--- src/hdl/atm_cell_map.svh ---
// offsets, codes and sizes for the cell word formatter
`ifndef ATM_CELL_MAP_SVH
`define ATM_CELL_MAP_SVH

`define CELL_LAST_IDX 6'd53
`define CELL_HDR_LAST 6'd3
`define CELL_HCS_IDX 6'd4
`define CELL_CTL_IDX 6'd5
`define CELL_W1_LOW_IDX 6'd1
`define HCS_POLY 8'h07
`define HCS_COSET 8'h55
`define HCS_ST_OK 8'h00
`define HCS_ST_CORR 8'hAA
`define HCS_ST_BAD 8'hFF
`define TX_FIFO_WIDTH 17
`define TX_FIFO_DEPTH 16

`endif

--- src/hdl/atm_cell_pkg.sv ---
// types shared by the cell word formatter
package atm_cell_pkg;

  // header check result delivered with the first line byte of a cell
  typedef enum logic [1:0] {
    HDR_OK,
    HDR_CORRECTED,
    HDR_UNCORRECTABLE,
    HDR_RESERVED
  } hdr_status_e;

  typedef logic [5:0] cell_idx_t;

endpackage : atm_cell_pkg

--- src/hdl/atm_cell_word_format.sv ---
// cell word formatter: utopia side cell layouts, hcs handling, tx fifo
// What this block does
// - 16-bit mode: cell is 27 words
// - 8-bit mode: cell is 54 bytes
// - 16-bit: bit 15 is first bit
// - 16-bit word layout: header, hcs, control or status byte, payload
// - 16-bit: start strobe only on word 1
// - rx: status zero for clean header
// - rx: uncorrectable marked ones, dropped unless enabled
// - rx: corrected header carries 0xAA status
// - tx: internal or inserted hcs select
// - tx: control byte inverts matching hcs bits
// - tx: mask disable ignores control byte
// - 8-bit: bit 7 is first bit
// - 8-bit: start strobe only on byte 1
`timescale 1ns/1ps
`default_nettype none
`include "atm_cell_map.svh"

// =====================================================================
// fifo
// =====================================================================
module cell_fifo #(
  parameter int WIDTH = `TX_FIFO_WIDTH,
  parameter int DEPTH = `TX_FIFO_DEPTH
) (
  input wire logic i_clk,
  input wire logic i_rst_n,
  input wire logic [WIDTH-1:0] i_data,
  input wire logic i_valid,
  output logic o_ready,
  output logic [WIDTH-1:0] o_data,
  output logic o_valid,
  input wire logic i_ready
);
  localparam int AW = $clog2(DEPTH);

  logic [WIDTH-1:0] mem [DEPTH];
  logic [AW-1:0] wr_ptr;
  logic [AW-1:0] rd_ptr;
  logic [AW:0] count;
  logic full;
  logic empty;

  wire push = i_valid && !full;
  wire pop = !empty && i_ready;
  wire [AW:0] next_count = count + {{AW{1'b0}}, push} - {{AW{1'b0}}, pop};

  assign o_ready = !full;
  assign o_valid = !empty;
  assign o_data = mem[rd_ptr];

  always_ff @(posedge i_clk) begin
    if (push) begin
      mem[wr_ptr] <= i_data;
    end
  end

  always_ff @(posedge i_clk or negedge i_rst_n) begin
    if (!i_rst_n) begin
      wr_ptr <= '0;
      rd_ptr <= '0;
      count <= '0;
      full <= 1'b0;
      empty <= 1'b1;
    end else begin
      if (push) begin
        wr_ptr <= wr_ptr + 1'b1;
      end
      if (pop) begin
        rd_ptr <= rd_ptr + 1'b1;
      end
      count <= next_count;
      full <= (next_count == (AW+1)'(DEPTH));
      empty <= (next_count == '0);
    end
  end
endmodule : cell_fifo

// =====================================================================
// top
// =====================================================================
module atm_cell_word_format (
  input wire logic I_MCLK,
  input wire logic I_RST_N,
  // mode and control
  input wire logic I_BUS16,
  input wire logic I_PASS_ERRORED_HEADER_EN,
  input wire logic I_TX_HCS_INTERNAL,
  input wire logic I_TX_HEC_MASK_DISABLE,
  // utopia transmit side, from the atm layer
  input wire logic [15:0] I_TX_DATA,
  input wire logic I_TX_VALID,
  input wire logic I_TX_CELL_START_STROBE,
  output logic O_TX_READY,
  // line transmit side, 53 bytes per cell
  output logic [7:0] O_LINE_TX_BYTE,
  output logic O_LINE_TX_VALID,
  output logic O_LINE_TX_SOC,
  input wire logic I_LINE_TX_READY,
  // line receive side, 53 bytes per cell, header already checked
  input wire logic [7:0] I_LINE_RX_BYTE,
  input wire logic I_LINE_RX_VALID,
  input wire logic I_LINE_RX_SOC,
  input wire logic [1:0] I_LINE_RX_HDR_STATUS,
  output logic O_LINE_RX_READY,
  // utopia receive side, to the atm layer
  output logic [15:0] O_RX_DATA,
  output logic O_RX_VALID,
  output logic O_RX_CELL_START_STROBE,
  input wire logic I_RX_READY
);

  // ===================================================================
  // hcs arithmetic
  // ===================================================================
  function automatic logic [7:0] crc8_byte(input logic [7:0] crc, input logic [7:0] b);
    logic [7:0] c;
    c = crc ^ b;
    for (int i = 0; i < 8; i++) begin
      c = c[7] ? ((c << 1) ^ `HCS_POLY) : (c << 1);
    end
    return c;
  endfunction : crc8_byte

  // ===================================================================
  // transmit fifo
  // ===================================================================
  logic tx_in_ready;
  logic [16:0] fifo_out;
  logic fifo_valid;
  logic fifo_pop;

  cell_fifo #(
    .WIDTH(`TX_FIFO_WIDTH),
    .DEPTH(`TX_FIFO_DEPTH)
  ) u_tx_fifo (
    .i_clk(I_MCLK),
    .i_rst_n(I_RST_N),
    .i_data({I_TX_CELL_START_STROBE, I_TX_DATA}),
    .i_valid(I_TX_VALID),
    .o_ready(tx_in_ready),
    .o_data(fifo_out),
    .o_valid(fifo_valid),
    .i_ready(fifo_pop)
  );

  // ===================================================================
  // transmit formatter
  // ===================================================================
  atm_cell_pkg::cell_idx_t tx_idx;
  logic [7:0] tx_crc;
  logic [7:0] tx_hcs;
  logic tx_ready;
  logic [7:0] line_tx_byte;
  logic line_tx_valid;
  logic line_tx_soc;

  // both modes walk the same 54 positions; 16-bit words give two each
  wire tx_upper = I_BUS16 && !tx_idx[0];
  wire [7:0] tx_byte = tx_upper ? fifo_out[15:8] : fifo_out[7:0];
  wire tx_soc_in = fifo_out[16];
  wire tx_adv = fifo_valid && (!line_tx_valid || I_LINE_TX_READY);
  wire tx_skip = (tx_idx == '0) && !tx_soc_in;
  wire tx_last = (tx_idx == `CELL_LAST_IDX);
  wire tx_is_hcs = (tx_idx == `CELL_HCS_IDX);
  wire tx_is_ctl = (tx_idx == `CELL_CTL_IDX);
  wire [7:0] tx_crc_next = (tx_idx == '0) ? crc8_byte(8'h00, tx_byte)
    : crc8_byte(tx_crc, tx_byte);
  wire [7:0] tx_mask = I_TX_HEC_MASK_DISABLE ? 8'h00 : tx_byte;
  wire [7:0] tx_hcs_sel = I_TX_HCS_INTERNAL ? (tx_crc ^ `HCS_COSET) : tx_byte;
  wire tx_emit = !tx_skip && !tx_is_hcs;
  wire [7:0] tx_out_byte = tx_is_ctl ? (tx_hcs ^ tx_mask) : tx_byte;

  // a word leaves the fifo after its low byte, or at once in 8-bit mode
  assign fifo_pop = tx_adv && (tx_skip || !I_BUS16 || tx_idx[0]);

  always_ff @(posedge I_MCLK or negedge I_RST_N) begin
    if (!I_RST_N) begin
      tx_idx <= '0;
      tx_crc <= 8'h00;
      tx_hcs <= 8'h00;
    end else if (tx_adv && !tx_skip) begin
      tx_idx <= tx_last ? '0 : tx_idx + 6'd1;
      if (tx_idx <= `CELL_HDR_LAST) begin
        tx_crc <= tx_crc_next;
      end
      if (tx_is_hcs) begin
        tx_hcs <= tx_hcs_sel;
      end
    end
  end

  always_ff @(posedge I_MCLK or negedge I_RST_N) begin
    if (!I_RST_N) begin
      line_tx_byte <= 8'h00;
      line_tx_valid <= 1'b0;
      line_tx_soc <= 1'b0;
      tx_ready <= 1'b0;
    end else begin
      tx_ready <= tx_in_ready;
      if (tx_adv) begin
        line_tx_byte <= tx_out_byte;
        line_tx_valid <= tx_emit;
        line_tx_soc <= tx_emit && (tx_idx == '0);
      end else if (I_LINE_TX_READY) begin
        line_tx_valid <= 1'b0;
        line_tx_soc <= 1'b0;
      end
    end
  end

  // ===================================================================
  // receive formatter
  // ===================================================================
  atm_cell_pkg::cell_idx_t rx_idx;
  atm_cell_pkg::hdr_status_e rx_status;
  atm_cell_pkg::hdr_status_e rx_status_in;
  logic rx_drop;
  logic [7:0] rx_hold;
  logic [15:0] rx_data;
  logic rx_valid;
  logic rx_soc;
  logic line_rx_ready;
  logic [7:0] rx_st_byte;

  assign rx_status_in = atm_cell_pkg::hdr_status_e'(I_LINE_RX_HDR_STATUS);

  always_comb begin
    case (rx_status)
      atm_cell_pkg::HDR_OK: rx_st_byte = `HCS_ST_OK;
      atm_cell_pkg::HDR_CORRECTED: rx_st_byte = `HCS_ST_CORR;
      default: rx_st_byte = `HCS_ST_BAD;
    endcase
  end

  wire rx_space = !rx_valid || I_RX_READY;
  wire rx_is_st = (rx_idx == `CELL_CTL_IDX);
  wire rx_take = I_LINE_RX_VALID && line_rx_ready;
  wire rx_start = (rx_idx == '0);
  wire rx_skip = rx_start && !I_LINE_RX_SOC;
  wire rx_step = rx_is_st ? rx_space : (rx_take && !rx_skip);
  wire rx_bad = (rx_status_in == atm_cell_pkg::HDR_UNCORRECTABLE)
    || (rx_status_in == atm_cell_pkg::HDR_RESERVED);
  wire rx_drop_now = rx_start ? (rx_bad && !I_PASS_ERRORED_HEADER_EN) : rx_drop;
  wire [7:0] rx_byte = rx_is_st ? rx_st_byte : I_LINE_RX_BYTE;
  wire rx_last = (rx_idx == `CELL_LAST_IDX);
  // 16-bit words form on the second byte of each pair, first byte high
  wire rx_emit = rx_step && !rx_drop_now && (!I_BUS16 || rx_idx[0]);
  wire [15:0] rx_word = I_BUS16 ? {rx_hold, rx_byte} : {8'h00, rx_byte};
  wire rx_first = I_BUS16 ? (rx_idx == `CELL_W1_LOW_IDX) : rx_start;
  wire next_rx_valid = rx_emit || (rx_valid && !I_RX_READY);
  wire [5:0] next_rx_idx = rx_step ? (rx_last ? 6'd0 : rx_idx + 6'd1) : rx_idx;

  always_ff @(posedge I_MCLK or negedge I_RST_N) begin
    if (!I_RST_N) begin
      rx_idx <= '0;
      rx_status <= atm_cell_pkg::HDR_OK;
      rx_drop <= 1'b0;
      rx_hold <= 8'h00;
    end else begin
      rx_idx <= next_rx_idx;
      if (rx_step && rx_start) begin
        rx_status <= rx_status_in;
        rx_drop <= rx_drop_now;
      end
      if (rx_step && !rx_idx[0]) begin
        rx_hold <= rx_byte;
      end
    end
  end

  // line ready is granted only when the output word will be free
  always_ff @(posedge I_MCLK or negedge I_RST_N) begin
    if (!I_RST_N) begin
      rx_data <= 16'h0000;
      rx_valid <= 1'b0;
      rx_soc <= 1'b0;
      line_rx_ready <= 1'b0;
    end else begin
      rx_valid <= next_rx_valid;
      if (rx_emit) begin
        rx_data <= rx_word;
        rx_soc <= rx_first;
      end else if (I_RX_READY) begin
        rx_soc <= 1'b0;
      end
      line_rx_ready <= !next_rx_valid && (next_rx_idx != `CELL_CTL_IDX);
    end
  end

  // ===================================================================
  // outputs
  // ===================================================================
  assign O_TX_READY = tx_ready;
  assign O_LINE_TX_BYTE = line_tx_byte;
  assign O_LINE_TX_VALID = line_tx_valid;
  assign O_LINE_TX_SOC = line_tx_soc;
  assign O_LINE_RX_READY = line_rx_ready;
  assign O_RX_DATA = rx_data;
  assign O_RX_VALID = rx_valid;
  assign O_RX_CELL_START_STROBE = rx_soc;

endmodule : atm_cell_word_format
`default_nettype wire

--- config.mk ---
export PLATFORM = sky130hd
export DESIGN_NAME = atm_cell_word_format
export DESIGN_NICKNAME = d
export VERILOG_FILES = /design/src/hdl/atm_cell_pkg.sv /design/src/hdl/atm_cell_word_format.sv
export VERILOG_INCLUDE_DIRS = /design/src /design/src/hdl
export SDC_FILE = /design/constraint.sdc
export NUM_CORES = 1
export LEC_CHECK = 0
export BUFFER_PORTS_ARGS = -buffer_cell sky130_fd_sc_hd__buf_2
export CORE_ASPECT_RATIO = 1.5
export CORE_MARGIN = 2
export CORE_UTILIZATION = 32
export CTS_BUF_LIST = sky130_fd_sc_hd__clkbuf_16
export DETAILED_ROUTE_END_ITERATION = 10
export GPL_ROUTABILITY_DRIVEN = 0
export PLACE_DENSITY = 0.54
export SLEW_MARGIN = 10
export SYNTH_ARGS = -nofsm -noshare
export SYNTH_HDL_FRONTEND = slang
export SYNTH_HIERARCHICAL = 1
export SYNTH_SLANG_ARGS = --single-unit
--- constraint.sdc ---
create_clock -name I_MCLK -period 4 [get_ports I_MCLK]
set_clock_uncertainty 0.2 [all_clocks]
set_input_delay 0.4 -clock I_MCLK [delete_from_list [all_inputs] [get_ports I_MCLK]]
set_output_delay 0.4 -clock I_MCLK [all_outputs]
set_load 0.05 [all_outputs]
; After elaboration in Yosys (flattened, before gate mapping)
; Memory sizes are Yosys's and may differ from the RTL's.
; Index checks and enable logic that the tools add are counted.
[classes]
magnitude_cmp = 1
eq_ne = 11
n_bitwise = 19
n_reduce_logical = 50
n_addsub = 6
muxes = 37
[ops]
columns = cell, count
row1 = 3-bit two-way mux, 16
row2 = 8-bit two-way mux, 6
row3 = 3-bit NOT, 16
row4 = 1-bit logical AND, 19
row5 = "6-bit by 3-bit equality test with 1-bit output, second input constant", 3
row6 = 6-bit two-way mux, 3
row7 = 1-bit logical NOT, 16
row8 = 16-bit two-way mux, 1
row9 = 8-bit one-hot mux with 2 select lines, 1
row10 = 8-bit XOR, 2
row11 = "6-bit by 1-bit adder with 6-bit output, second input constant", 2
row12 = "6-bit equality test, second input constant", 2
row13 = 6-bit logical NOT, 2
row14 = 1-bit two-way mux, 10
row15 = "4-bit by 1-bit adder with 4-bit output, second input constant", 2
row16 = 1-bit logical OR, 7
row17 = "6-bit by 1-bit equality test with 1-bit output, second input constant", 1
row18 = "6-bit by 2-bit <= comparator with 1-bit output, second input constant", 1
row19 = "6-bit by 3-bit != test with 1-bit output, second input constant", 1
row20 = 5-bit by 1-bit adder with 5-bit output, 1
row21 = "5-bit equality test, second input constant", 1
row22 = 5-bit logical NOT, 1
row23 = 5-bit by 1-bit subtractor with 5-bit output, 1
row24 = "2-bit equality test, second input constant", 2
row25 = 5 further kinds, 7
[word_totals]
memories = 1
output_inout_bits = 30
reg_bits = 84
ramBits = 272
in_bits = 38
wordCells = 145
[memory_table]
columns = memory, depth, width, rd, rd_clocked_by_memory_dff, write_ports, line
row1 = u_tx_fifo.mem, 16, 17, 1, 0, 1, atm_cell_word_format.sv:38  ; logic [WIDTH-1:0] mem [DEPTH];

; Logic depth before layout (Yosys ltp)
[logic_depth]
depth_word = 21
depth_mapped = 19
ltp_nobuf = 17

; By module
; Netlist, hierarchy kept.
[modules_own_cells]
columns = mod, cells_each, instances, seq_area_each_um2, area_each_um2
row1 = cell_fifo, 513, 1, 8544.4, 11140.7
row2 = atm_cell_word_format, 447, 1, 1726.7, 4058.9

; Worst setup path after synthesis
; OpenSTA, ideal clock, no wires.
[synth_timing]
path_kind = register to register
startpoint = register u_tx_fifo.rd_ptr[0]
endpoint = register u_tx_fifo.empty
synth_period_minus_slack_ns = 3.887
required_ns = 3.741
stages_incl_launch_ff = 20
setup_ns = 0.059
slack_ns = 0.113
t_arrival_ns = 3.629
cell_sequence = dfrtp_1 buf_6 buf_6 mux4_1 a22oi_1 nand2_1 nor2_1 nor2_1 nor2_1 nor2b_1 clkbuf_1 ha_1 inv_1 ha_1 inv_1 fa_1 inv_1 nor4b_1 mux2i_1 o21ba_2
[synth_between]
elab_chain_len = 9
[synth_lines]
columns = element, line
row1 = start: declaration, atm_cell_word_format.sv:40  ; logic [AW-1:0] rd_ptr;
row2 = start signal: assignment, atm_cell_word_format.sv:71  ; rd_ptr <= rd_ptr + 1'b1;
row3 = memory 16 x 17 bit, -
row4 = named net fifo_out[16], atm_cell_word_format.sv:130  ; logic [16:0] fifo_out;
row5 = 1-bit logical NOT, atm_cell_word_format.sv:164  ; wire tx_skip = (tx_idx == '0) && !tx_soc_in;
row6 = 1-bit logical AND, atm_cell_word_format.sv:164
row7 = 1-bit logical OR (2 in a row), atm_cell_word_format.sv:176  ; assign fifo_pop = tx_adv && (tx_skip || !I_BUS16 || tx_idx[0]);
row8 = 1-bit logical AND, atm_cell_word_format.sv:176
row9 = named net fifo_pop, atm_cell_word_format.sv:132  ; logic fifo_pop;
row10 = 1-bit logical AND, atm_cell_word_format.sv:46  ; wire pop = !empty && i_ready;
row11 = named net u_tx_fifo.pop, atm_cell_word_format.sv:46
row12 = 5-bit by 1-bit subtractor with 5-bit output, atm_cell_word_format.sv:47  ; wire [AW:0] next_count = count + {{AW{1'b0}}, push} - {{AW{1'b0}}, pop};
row13 = named net u_tx_fifo.next_count[1], atm_cell_word_format.sv:47
row14 = 5-bit logical NOT, atm_cell_word_format.sv:75  ; empty <= (next_count == '0);
row15 = end signal: assignment, atm_cell_word_format.sv:75
row16 = end: declaration, atm_cell_word_format.sv:43  ; logic empty;
; The timed path passes the listed nets, and every way through them passes these cells.
; A chain may end at the register's enable or synchronous reset.

; Worst setup path in the final report
[layout_timing]
startpoint = register u_tx_fifo.rd_ptr[0]
endpoint = register u_tx_fifo.empty
[layout_between]
elab_chain_len = 9
[layout_lines]
columns = element, line
row1 = memory 16 x 17 bit, -
row2 = named net fifo_out[16], atm_cell_word_format.sv:130
row3 = 1-bit logical NOT, atm_cell_word_format.sv:164
row4 = 1-bit logical AND, atm_cell_word_format.sv:164
row5 = 1-bit logical OR (2 in a row), atm_cell_word_format.sv:176
row6 = 1-bit logical AND, atm_cell_word_format.sv:176
row7 = named net fifo_pop, atm_cell_word_format.sv:132
row8 = 1-bit logical AND, atm_cell_word_format.sv:46
row9 = 5-bit by 1-bit subtractor with 5-bit output, atm_cell_word_format.sv:47
row10 = named net u_tx_fifo.next_count[1], atm_cell_word_format.sv:47
row11 = 5-bit logical NOT, atm_cell_word_format.sv:75
; The timed path passes the listed nets, and every way through them passes these cells.

==> results.md <==
* Outcome: finished clean
* Most frequent cells in the layout: edfxtp_1 (272), dfrtp_1 (81), nand2_1 (67)
* Final min period at ~3.8 ns
* Largest net degree at the start of global routing at about 70
* Synth Warn # at 6
* P_leak at between 6 and 7 nW
* Cell Area, Synth at 15,200 µm²
* Number of global-route vias before repair at 8,856
* Post-route ant nets at 0
* Ys flop type: edfxtp_1
* First DRT Iteration DRCs at approximately 480
* Cell area after layout at between 15,000 and 20,000 µm²
* Clock slew seen by the registers of the worst setup and hold paths at 0.06 ns
* Slew @ Worst Pin at roughly 0.97 ns
* Die height at around 270 µm
* F_max at 266 MHz
* Switch share at 0.371
* Syn_nets at around 1,000
* Max_slew headroom at 0.338
* Setup violators final at 0
* Placed cell area at 16,400 µm²
* Endpoint type of the worst setup path: flip-flop
* Depth of the CTS H-tree at 2
* EDFF count, synth at approximately 270
* Final Util at 0.375
* Leading cell type in the layout, fill and taps excluded: edfxtp_1
* Fin crit share at 0.941
* # IOs at just under 70
* Final Hold Vio Count at 0
* Clock power frac at 0.217
* Max-cap violations at 0
* Post-route worst setup slack at 0.235 ns
* Syn-to-layout area delta at 15.6%
* Initial antenna violation count at 2
* Num rows at 97
* Req. time, crit path at 4.26 ns
* Place WS at about 0.12 ns
* Internal power at roughly 0.009 W
* Overflow after GRT at 0
* Number of synthesized register bits at 356
* Via count at ~8,500
* Initial Utilization at 0.324
* DRT Pass-1 Iters at 4
* Slew Viols, Final at 0
* Max VDD drop at between 0.0003 and 0.0004 V
* Avg WL per Cell at between 20 and 25 µm
* Post-synth cell types at 59
* Clock sink count at 356
* Most area-consuming cells after synthesis: edfxtp_1 (54%), dfrtp_1 (14%), mux4_2 (7.1%)
* Die area at roughly 49,000 µm²
* TritonCTS clock tree: built
* Final setup TNS at 0 ns
* Post-synth top area cell: edfxtp_1
* Dpl hpwl at about 21 mm
* Post-DR vias/cell at around 5
* CP max stage delay at roughly 0.58 ns
* Share of cells above drive strength 1 at 0.226
* Path category of the worst min-delay check: in -> reg
* Latest clock arrival within the worst-skew pair at roughly 0.52 ns
* Pwr Total at 0.0146 W
* Sequential share of power at 0.352
* Crit path DAT at 4.03 ns
* Global-route wire length before repair at roughly 53 mm
* Critical Path Fanout Max at 7
* CP Cell Sequence: mux4_1 -> a22oi_1 -> nand2_1 -> nor2_1 -> nor2_1 -> nor2_1 -> nor2b_2 -> ha_1 -> inv_1 -> ha_1 -> inv_1 -> fa_2 -> inv_1 -> nor4_2 -> mux2i_1 -> o21ba_2
* Switching component of the power at between 0.005 and 0.006 W
* Combinational Power Share at 0.431
* CTS buffer count at 37
* Pwr Density at 831 nW/µm²
* Async S/R FF share, synth at 0.236
* Post-synth top area share at 0.537
* Synth Area per Inst at ~16 µm²
* Tot GR Track Use at 0.143
* WS Path Type: reg -> reg
* Cells after Synth at 960
* Fin nets at 1,114
* Diode count at 0
* Port Buffers at 67
* Root buf cell: clkbuf_16
* Layout fillers at 4,351
* Clk buf depth at 3
* RSZ-0062 raised after global routing: no
* Post-synthesis sequential area ratio at 0.676
* DRT Wirelength at between 30 and 40 mm
* DRC errors left at 0
* Core area at 46,800 µm²
* Startpoint Class: flip-flop
* Crit-path slowest cell: mux4_1
* Die Wd at 182 µm
[worst max-delay path: cells and delay by family (launching register included)]
family / cells / cell delay [ns]
buf+inv: 3 / 0.20
compound gates: 2 / 0.44
mux: 2 / 0.71
flops: 1 / 0.50
simple gates: 6 / 0.75
fa+ha+maj: 3 / 0.92
[power by group through the flow]
stage | registers [W] | clock network [W] | logic [W]
floorplan | 0.00541 | 0 | 0.00444
global placement | 0.00519 | 0 | 0.00622
detailed placement | 0.00521 | 0 | 0.00630
CTS | 0.00514 | 0.00326 | 0.00633
global route | 0.00522 | 0.00341 | 0.00692
finish | 0.00513 | 0.00316 | 0.00630
[synthesized netlist by cell type (all sizes together) (3+ instances only)]
library cell and count:
a211oi 4, nand3 27, a21oi 30, a22oi 40, nor2 49, clkbuf 31
o31ai 9, nand2 67, nand2b 4, inv 31, o21ai 50, nor3 14
or2 6, mux2 25, or3 4, ha 16, nor2b 8, o21a 4
edfxtp 272, mux2i 11, nand4 5, and3 5, nor4 3, xor2 12
or4 6, dfrtp 83, buf 20, nand3b 3, xnor2 27, mux4 68
and2 4
[registers in the layout (all words and copies together), names as in the netlist, 2 cells and up]
| name | flops |
|---|---|
| O_RX_DATA | 16 |
| tx_hcs | 8 |
| u_tx_fifo/count | 5 |
| rx_idx | 6 |
| u_tx_fifo/mem | 272 |
| rx_status | 2 |
| tx_idx | 6 |
| tx_crc | 8 |
| rx_hold | 8 |
| O_LINE_TX_BYTE | 8 |
| u_tx_fifo/rd_ptr | 4 |
| u_tx_fifo/wr_ptr | 4 |
[cells by family (layout without fill, tap and decap cells)]
family,count (synthesis),in the layout,share of synthesized area
AOI/OAI and AO/OA,152,152,0.0639
xor gates and xnor gates,41,41,0.0254
adders and majority gates,17,17,0.0145
buffers and inverters,82,203,0.0243
DFF,356,356,0.676
muxes,104,104,0.132
and+or+nand+nor,208,208,0.0645
[worst paths after layout]
| kind | start | endpoint | slack (ns) | depth (start not counted) |
|---|---|---|---|---|
| worst max register to register | u_tx_fifo/rd_ptr[0] | u_tx_fifo/empty | 0.24 | 16 |
| max in group asynchronous | I_RST_N | tx_crc[4] | 2.47 | 3 |
| worst max-delay path | u_tx_fifo/rd_ptr[0] | u_tx_fifo/empty | 0.24 | 16 |
| worst min register to register | O_LINE_TX_BYTE[7] | O_LINE_TX_BYTE[7] | 0.28 | 2 |
| worst min-delay path | I_LINE_RX_BYTE[4] | rx_hold[4] | 0.02 | 3 |
| min in group asynchronous | I_RST_N | O_RX_DATA[11] | 0.36 | 2 |
[per-stage QoR]
stage | hold slack [ns] | std cells
2_1_floorplan | -0.0956 | 960
3_3_place_gp | 0.266 | 1606
3_5_place_dp | 0.271 | 1606
4_1_cts | 0.00266 | 1674
5_1_grt | 0.0345 | 1675
6_report | 0.0181 | 1675
[per-layer routing]
| metal | global-route usage | share of wire | vias to the layer above |
|---|---|---|---|
| met4 | 0.0454 | 0.027 | 2 |
| met2 | 0.268 | 0.53 | 175 |
| met3 | 0.0230 | 0.043 | 61 |
| met5 | 0 | 0.00035 | - |
| met1 | 0.166 | 0.40 | 4348 |
| li1 | - | - | 3902 |
[layout make-up]
cell class	count	area (µm²)	share of cell area
inverter	31	116	0.00662
tap	594	743	0.0423
clock inverter	24	153	0.00869
sequential	356	10300	0.585
clock buffer	37	926	0.0527
multi-input combinational	522	4640	0.264
timing repair buffer	111	706	0.0402
[timing repair]
item / CTS / global route
setup buffers: 0 / 1
hold buffers: 7 / 0
resized for setup: 0 / 6
endpoints found under the setup margin: 0 / 3
hold endpoints to repair: 77 / 0
(Power assumes the default switching activity.)
